<file path="src/bshb_consts.svh">
// constants for the boot strap and host boot block
`ifndef BSHB_CONSTS_SVH
`define BSHB_CONSTS_SVH
`define BSHB_MODE_HOST_NOPLL 2'h0
`define BSHB_MODE_I2C 2'h1
`define BSHB_MODE_HOST_PLL 2'h2
`define BSHB_MODE_RSVD 2'h3
`define BSHB_WIDTH_16 1'h0
`define BSHB_WIDTH_8 1'h1
`define BSHB_POL_LOW 1'h0
`define BSHB_POL_HIGH 1'h1
`define BSHB_GROUP_WORDS 3'h4
`define BSHB_WORD_BITS 16
`endif

</file>
<file path="src/bshb_pkg.sv">
// types for the boot strap and host boot block
`default_nettype none
package bshb_pkg;
    typedef enum logic [3:0] {
        BSHB_ST_RESET = 4'h1,
        BSHB_ST_BOOT = 4'h2,
        BSHB_ST_RUN = 4'h4,
        BSHB_ST_HALT = 4'h8
    } bshb_state_type;

    typedef struct packed {
        logic [1:0] boot_mode_straps;
        logic host_width_strap;
        logic host_strobe_polarity_strap;
        logic host_strobe_mode_strap;
        logic watchdog_enable_strap;
        logic host_request_line;
        logic host_transmit_request_line;
    } bshb_straps_type;

    typedef struct packed {
        logic host_boot;
        logic i2c_boot;
        logic pll_at_boot;
        logic reserved_mode;
        logic width_8bit;
        logic strobe_active_high;
        logic strobe_dual;
        logic watchdog_on;
        logic [1:0] host_boot_mode;
    } bshb_config_type;

    typedef struct packed {
        bshb_state_type state;
        logic por_seen;
        logic cfg_valid;
        bshb_config_type cfg;
        logic pll_enable;
        logic [1:0] word_count;
        logic [63:0] group;
        logic group_valid;
        logic host_request_line_oe;
    } bshb_state_all_type;
endpackage
`default_nettype wire

</file>
<file path="src/bshb_boot.sv">
// reset-time strap capture and polled host boot word assembly
// Overview of operation
// - after power-on reset the pll stays bypassed; logic runs on the input clock
// - rom boot loader runs first; core may enable pll only after it finishes
// - boot mode straps captured at power-on reset release pick the boot source
// - code 00 host no pll, 01 i2c, 10 host with pll, 11 reserved
// - host boot uses no dma transfers
// - both sides poll during host boot; no interrupts or requests pace data
// - host port always takes 16-bit words; the captured width strap is only reported
// - captured polarity and mode straps are only reported; host_write is always taken active high
// - port straps captured only at power-on release; hard reset keeps them
// - host data bit 0 is the least significant bit
// - watchdog strap captured at power-on release, ignored afterwards
// - request lines are sampled at reset, then serve as open-drain outputs once a host boot has reached run
// - width strap 0 means 16-bit, 1 means 8-bit
// - polarity strap 0 means active low strobes, 1 active high
`include "bshb_consts.svh"
`default_nettype none
module bshb_boot
#(
    parameter int WORD_BITS = `BSHB_WORD_BITS,
    parameter int GROUP_WORDS = `BSHB_GROUP_WORDS
)
(
    input wire logic sys_clk,
    input wire logic reset,
    input wire logic hard_reset_n,
    input wire bshb_pkg::bshb_straps_type straps,
    input wire logic boot_done,
    input wire logic pll_enable_request,
    input wire logic host_write,
    input wire logic [15:0] host_data,
    input wire logic group_taken,
    output var bshb_pkg::bshb_config_type boot_config,
    output logic config_valid,
    output logic pll_enable,
    output logic dma_enable,
    output logic irq_pacing_enable,
    output logic host_ready,
    output logic [63:0] boot_group,
    output logic boot_group_valid,
    output logic host_request_oe,
    output logic host_request_out
);
    import bshb_pkg::*;

    bshb_state_all_type s_reg;
    bshb_state_all_type s_next;

    // next-cycle views shared by the output flops and the request pin
    logic run_next;
    logic boot_next;
    logic ready_next;

    // a narrower word count would wrap before the group is complete
    localparam logic [1:0] LAST_WORD = 2'(GROUP_WORDS - 1);

    always_comb
    begin
        s_next = s_reg;
        run_next = 1'b0;
        boot_next = 1'b0;
        ready_next = 1'b0;
        // reset here stands for power-on reset; its release is the capture moment
        if (!s_reg.por_seen)
        begin
            s_next.por_seen = 1'b1;
            s_next.cfg_valid = 1'b1;
            s_next.cfg.host_boot = 1'b0;
            s_next.cfg.i2c_boot = 1'b0;
            s_next.cfg.pll_at_boot = 1'b0;
            s_next.cfg.reserved_mode = 1'b0;
            // the code seen on this one edge picks the boot source until power cycles
            case (straps.boot_mode_straps)
                `BSHB_MODE_HOST_NOPLL:
                begin
                    s_next.cfg.host_boot = 1'b1;
                end
                `BSHB_MODE_I2C:
                begin
                    s_next.cfg.i2c_boot = 1'b1;
                end
                `BSHB_MODE_HOST_PLL:
                begin
                    // only reported: the pll itself still waits for the core
                    s_next.cfg.host_boot = 1'b1;
                    s_next.cfg.pll_at_boot = 1'b1;
                end
                default:
                begin
                    s_next.cfg.reserved_mode = 1'b1;
                end
            endcase
            s_next.cfg.width_8bit = straps.host_width_strap == `BSHB_WIDTH_8;
            s_next.cfg.strobe_active_high =
                straps.host_strobe_polarity_strap == `BSHB_POL_HIGH;
            s_next.cfg.strobe_dual = straps.host_strobe_mode_strap;
            s_next.cfg.watchdog_on = straps.watchdog_enable_strap;
            s_next.cfg.host_boot_mode = {straps.host_request_line,
                straps.host_transmit_request_line};
            s_next.state = BSHB_ST_BOOT;
        end
        else if (!hard_reset_n)
        begin
            // hard reset restarts boot but keeps the strap configuration
            s_next.state = BSHB_ST_BOOT;
            // the pll drops back to bypass with the restart
            s_next.pll_enable = 1'b0;
            // words already taken of a cut group are dropped
            s_next.word_count = 2'h0;
            s_next.group_valid = 1'b0;
        end
        else
        begin
            case (s_reg.state)
                BSHB_ST_BOOT:
                begin
                    if (s_reg.cfg.reserved_mode)
                    begin
                        // no boot source to wait for: park until the next power-on
                        s_next.state = BSHB_ST_HALT;
                    end
                    else if (boot_done)
                    begin
                        s_next.state = BSHB_ST_RUN;
                    end
                    // the consumer frees the group; a write in this cycle is still refused
                    if (s_reg.group_valid && group_taken)
                    begin
                        s_next.group_valid = 1'b0;
                    end
                    // a pending group refuses writes; the host learns it only by polling
                    if (s_reg.cfg.host_boot && host_write && !s_reg.group_valid)
                    begin
                        // first word lands on top; bit 0 of host_data stays lsb
                        s_next.group = {s_reg.group[63 - WORD_BITS:0],
                            host_data[WORD_BITS - 1:0]};
                        // the count wraps to zero on the last word, ready for the next group
                        s_next.word_count = s_reg.word_count + 2'h1;
                        if (s_reg.word_count == LAST_WORD)
                        begin
                            s_next.group_valid = 1'b1;
                        end
                    end
                end
                BSHB_ST_RUN:
                begin
                    // the pll may only raise the speed once the loader is done
                    if (pll_enable_request)
                    begin
                        s_next.pll_enable = 1'b1;
                    end
                    s_next.group_valid = 1'b0;
                end
                BSHB_ST_HALT:
                begin
                    // power-on reset or a hard reset leaves this state
                    s_next.state = BSHB_ST_HALT;
                end
                default:
                begin
                    // an illegal code falls back to boot rather than lock up
                    s_next.state = BSHB_ST_BOOT;
                end
            endcase
        end
        run_next = s_next.state == BSHB_ST_RUN;
        boot_next = s_next.state == BSHB_ST_BOOT;
        // ready is the only pacing the host gets while it boots the device
        ready_next = boot_next && s_next.cfg.host_boot && !s_next.group_valid;
        // request pins keep off the bus until a host boot has reached run
        s_next.host_request_line_oe = s_next.por_seen && s_next.cfg.host_boot && run_next;
    end

    always_ff @(posedge sys_clk)
    begin
        if (reset)
        begin
            s_reg <= '0;
            s_reg.state <= BSHB_ST_RESET;
        end
        else
        begin
            // the whole record registers at once; nothing else holds boot state
            s_reg <= s_next;
        end
    end

    always_ff @(posedge sys_clk)
    begin
        if (reset)
        begin
            boot_config <= '0;
            config_valid <= 1'b0;
            pll_enable <= 1'b0;
            dma_enable <= 1'b0;
            irq_pacing_enable <= 1'b0;
            host_ready <= 1'b0;
            boot_group <= 64'h0;
            boot_group_valid <= 1'b0;
            host_request_oe <= 1'b0;
            host_request_out <= 1'b0;
        end
        else
        begin
            boot_config <= s_next.cfg;
            config_valid <= s_next.cfg_valid;
            pll_enable <= s_next.pll_enable;
            dma_enable <= run_next;
            irq_pacing_enable <= run_next;
            host_ready <= ready_next;
            boot_group <= s_next.group;
            boot_group_valid <= s_next.group_valid;
            host_request_oe <= s_next.host_request_line_oe;
            host_request_out <= 1'b0; // open drain: only ever pulls low
        end
    end
endmodule
`default_nettype wire

</file>
<file path="config.mk">
export PLATFORM = sky130hd
export DESIGN_NAME = bshb_boot
export DESIGN_NICKNAME = d
export VERILOG_FILES = /design/src/bshb_pkg.sv /design/src/bshb_boot.sv
export VERILOG_INCLUDE_DIRS = /design/src
export SDC_FILE = /design/constraint.sdc
export NUM_CORES = 1
export LEC_CHECK = 0
export BUFFER_PORTS_ARGS = -buffer_cell sky130_fd_sc_hd__buf_2
export CORE_MARGIN = 3
export CORE_UTILIZATION = 45
export CTS_CLUSTER_SIZE = 16
export DETAILED_ROUTE_END_ITERATION = 10
export PLACE_DENSITY = 0.69
export SETUP_SLACK_MARGIN = 0.05
export SYNTH_ARGS = -nofsm -noshare
export SYNTH_HDL_FRONTEND = slang
export SYNTH_SLANG_ARGS = --single-unit
</file>
<file path="constraint.sdc">
create_clock -name sys_clk -period 2.25 [get_ports sys_clk]
set_clock_uncertainty 0.15 [all_clocks]
set_input_delay 0.225 -clock sys_clk [delete_from_list [all_inputs] [get_ports sys_clk]]
set_output_delay 0.225 -clock sys_clk [all_outputs]
set_load 0.02 [all_outputs]
</file>
## After elaboration in Yosys (flattened, before gate mapping)

Index checks and enable logic that the tools add are counted.
W data, S select, Z words.

| storage, ports and cells | value |
|---|---|
| input bits | 31 |
| latch bits | 0 |
| register bits after elaboration | 87 |
| memories kept | 0 |
| output and inout port bits | 82 |
| bits in read-only memories | 0 |
| logic and storage cells | 68 |
| memory bits (writable) | 0 |

| cells by class | value |
|---|---|
| shift-type cells | 0 |
| $mul | 0 |
| bitwise logic cells | 0 |
| reductions and logical operators | 15 |
| add/sub/neg operators | 1 |
| div/mod/pow operators | 0 |
| $lt $le $gt $ge | 0 |
| muxes and demuxes | 21 |
| equality and inequality tests | 12 |

Operator list:

| kind | number |
|---|---|
| $mux W68 | 1 |
| $mux W67 | 1 |
| $mux W66 | 1 |
| $mux W64 | 1 |
| $mux W4 | 4 |
| $pmux W4 S3 | 1 |
| $mux W11 | 1 |
| $mux W1 | 9 |
| $eq A4 B2 Y1 const B | 2 |
| $eq A4 B3 Y1 const B | 2 |
| $ne A2 B1 Y1 const B | 4 |
| $logic_and A1 B1 Y1 | 6 |
| $reduce_and A3 Y1 | 2 |
| $eq A2 B2 Y1 const B | 2 |
| $eq A4 B4 Y1 const B | 1 |
| $reduce_and A4 Y1 | 1 |
| $mux W3 | 1 |
| $reduce_or A3 Y1 | 1 |
| $add A2 B1 Y2 const B | 1 |
| $eq A2 B1 Y1 const B | 1 |
| $logic_not A1 Y1 | 2 |
| $logic_not A2 Y1 | 1 |
| $pmux W1 S2 | 1 |
| $reduce_or A2 Y1 | 1 |
| $logic_and A1 B1 Y1 const A | 1 |

## Depth between registers and ports, before layout

| logic depth | value |
|---|---|
| depth after elaboration | 9 |
| depth in mapped cells | 6 |
| depth with buffers taken out | 4 |

## Least setup slack after synthesis

Ideal clock, no wire load.

| path | value |
|---|---|
| path type | register -> register |
| start | reg, netlist name boot_group_valid |
| end | reg boot_group[23] |
| path buffers | 2 |
| cell stages (with the launch flop) | 7 |
| data arrival time | 1,495 ps |
| library setup time | 132 ps |
| setup slack | 473 ps |
| clock period less this slack | 1,777 ps |
| data required time | 1,968 ps |
| cells stage by stage | dfxtp_1 -> or3_4 -> or3_1 -> buf_6 -> buf_6 -> nand2_1 -> a21oi_1 |

RTL lines:

| element | RTL line | RTL |
|---|---|---|
| to (signal assigned) | bshb_boot.sv:212 | `boot_group <= s_next.group;` |
| to (decl) | bshb_boot.sv:40 | `output logic [63:0] boot_group,` |

## Worst setup path after layout

| path | value |
|---|---|
| start | reg s_reg[82] in the netlist's numbering |
| end | reg boot_group[44] |

| on the way | value |
|---|---|
| longest elaborated chain between the ends | 2 |

Ends and longest elaborated chain:

| element | RTL line | RTL |
|---|---|---|
| from (decl) | bshb_boot.sv:47 | `bshb_state_all_type s_reg;` |
| from (signal assigned) | bshb_boot.sv:185 | `s_reg <= s_next;` |
| $eq A4 B2 Y1 | bshb_boot.sv:115 | `case (s_reg.state)` |
| $reduce_and A4 Y1 (no source line) | - |  |

Every way passes these cells.
A chain may end at the register's enable or synchronous reset.

==> results.json <==
{
  "syn_avg_cell_area_sq_um": 8.24,
  "overflow": 0,
  "synthCells": 451,
  "rows": 32,
  "n_antenna_cell": 0,
  "drt.antenna.violating_nets": 0,
  "largest_reg_flops": 64,
  "clk_pin_slew_worst_paths_ns": 0.09,
  "drv_slew": 0,
  "final_common_cell": "nand2_1",
  "wl_per_cell_um": 13.2,
  "cts_root_buf": "clkbuf_8",
  "synth_edf_count": 0,
  "cp.depth": 5,
  "m1WireLength_um": 3680,
  "crit_family": "simple AND/OR/NAND/NOR gates",
  "synth_flop_cell": "dfxtp_1",
  "fp.coreArea_sq_um": 7890,
  "startpoint": "s_reg[82]",
  "htree_levels": 3,
  "r2r-start": "s_reg[82]",
  "grt_pass1_vias": 2644,
  "cp_data_arrival_time_ns": 2.11,
  "seq_power_share_pct": 53.6,
  "clockPowerShare_pct": 40.8,
  "clock-sinks": 87,
  "power_uw": 2920,
  "cpPeakStageDelay_ns": 0.54,
  "mostFrequentLayoutCells": "nand2_1, buf_2, dfxtp_1",
  "dieArea_sq_um": 9380,
  "drc_errors": 0,
  "first_iter_violations": 183,
  "clk_latency_ns": 0.34,
  "io_pins": 113,
  "slowest_stage": "or3_2",
  "powerDensity_nw_per_um2": 697,
  "grt_setup_unrepaired": "no",
  "cp_cell_sequence": "nand4b_1 -> or3_2 -> buf_4 -> nand2_1 -> a21oi_1",
  "io_buffers": 111,
  "cts_buffer_depth": 2,
  "yosysUniqueCellTypes": 33,
  "hold_class": "input port to flop",
  "grt_usage_pct": 16.8,
  "maxCapViolCount": 0,
  "placed_area_sq_um": 3740,
  "required_ns": 2.32,
  "vias": 2850,
  "fin_area_sq_um": 4190,
  "timing.final.crit_share_pct": 90.9,
  "p_leak_uw": 0.00181,
  "path_max_fanout": 47,
  "cts_tree": "built",
  "dp_hpwl_um": 5450,
  "die_w_um": 96.9,
  "syn2layout_area_growth_pct": 12.8,
  "synth_warnings": 0,
  "initial_utilization_pct": 47.1,
  "cp-endpoint": "boot_group[44]",
  "internal_power_uw": 2290,
  "swShare_pct": 21.7,
  "synth_nets": 483,
  "worst-r2r-cell-count": 5,
  "fin_setup_tns_ns": 0,
  "crit_type": "flop to flop",
  "irDropWorstVdd_mv": 0.367,
  "routabilityCongestion": 0.787,
  "fin_crit_ns": 2.04,
  "cp-start-kind": "flop",
  "met3_length_um": 378,
  "seq_area_frac_synth_pct": 46.9,
  "antenna_found_initial": 0,
  "crit_buf_inv": 1,
  "finalWirelength_um": 8010,
  "share_comb_of_total_power_pct": 5.7,
  "cts_made_buffers": 9,
  "synth_seq_cells": 87,
  "vias_per_cell": 4.69,
  "switchingPower_uw": 633,
  "grt_pass1_wl_um": 12900,
  "grt_max_degree": 48,
  "end_kind": "flop",
  "nets": 533,
  "drive_gt1_share_pct": 26.9,
  "max_freq_ghz": 0.489,
  "routed-wl-met2_um": 3870,
  "setup_violations": 0,
  "die_h_um": 96.9,
  "hold_viol_final": 0,
  "async_flop_share_pct": 0,
  "drtPass1Iterations": 4,
  "top_layer": "met4",
  "r2r-end": "boot_group[44]",
  "status": "finished clean",
  "regToRegSetupSlack_ns": 0.21,
  "cts_setup_buffers": 0,
  "synth_area_sq_um": 3710
}
[layer usage]
metal	vias to the layer above	GRT usage [%]
met3	6	3.97
met5	-	0
met1	1295	21.9
met2	75	27.8
met4	0	5.18
li1	1474	-
[synthesized netlist by cell type (all sizes together), types with 3 or more instances]
cell,n,share of area [%]
a21oi,69,9.3
and3,3,0.51
buf,91,19
clkbuf,11,1.1
dfxtp,87,47
mux2i,7,1.9
nand2,132,13
nor2,19,1.9
nor2b,3,0.51
nor3,4,0.67
[repair_timing]
item	in CTS	in global routing
hold buffers	23	0
hold endpoints to repair	23	0
resized for setup	0	0
[worst register-to-register path: stages, from the launching register on]
cell and delay, ns:
dfxtp_1 0.44, nand4b_1 0.30, or3_2 0.54, buf_4 0.29, nand2_1 0.14, a21oi_1 0.06
[cell type report]
class,instances,area (sq um)
Sequential cell,87,1740
Multi-Input combinational cell,260,1230
Tap cell,102,128
Timing Repair Buffer,141,863
Inverter,2,7.51
Fill cell,748,3700
Clock inverter,5,81.3
Clock buffer,11,141
[worst min path at each step]
stage / startpoint / end / slack, ns / depth (start not counted)
2_1_floorplan: reset / boot_config[9] / 0.16 / 1
3_5_place_dp: config_valid / config_valid / 0.29 / 2
6_report: hard_reset_n / pll_enable / 0.08 / 3
4_1_cts: hard_reset_n / pll_enable / 0.07 / 3
3_3_place_gp: config_valid / config_valid / 0.28 / 2
5_1_grt: hard_reset_n / pll_enable / 0.10 / 3
[metrics by stage]
| step | setup WS (ns) | utilization [%] | instances | hold slack, ns |
|---|---|---|---|---|
| final | 0.206 | 53.1 | 608 | 0.0776 |
| after global routing | 0.0718 | 53.1 | 608 | 0.102 |
| after CTS | 0.220 | 53.1 | 608 | 0.0683 |
| after detailed placement | 0.222 | 47.4 | 569 | 0.290 |
| after global placement | 0.305 | 47.4 | 569 | 0.282 |
| after floorplan | 0.473 | - | 451 | 0.155 |
[cell families after synthesis]
kind of cell,count (synthesis),share of synthesized area [%]
other cells,1,0.101
xor+xnor,1,0.236
mux,7,1.89
fa+ha+maj,1,0.337
flops,87,46.9
simple gates,170,18.8
compound gates,80,11.5
buf+inv,104,20.3
[power by group through the flow]
stage                     combinational [uW]  sequential [uW]  clock, uW
final                                    165             1560       1190
after global routing                     181             1570       1280
after CTS                                164             1560       1230
after detailed placement                 134             1600          0
after global placement                   132             1600          0
after floorplan                         90.2             1600          0
Power figures use the tool's default switching activity.
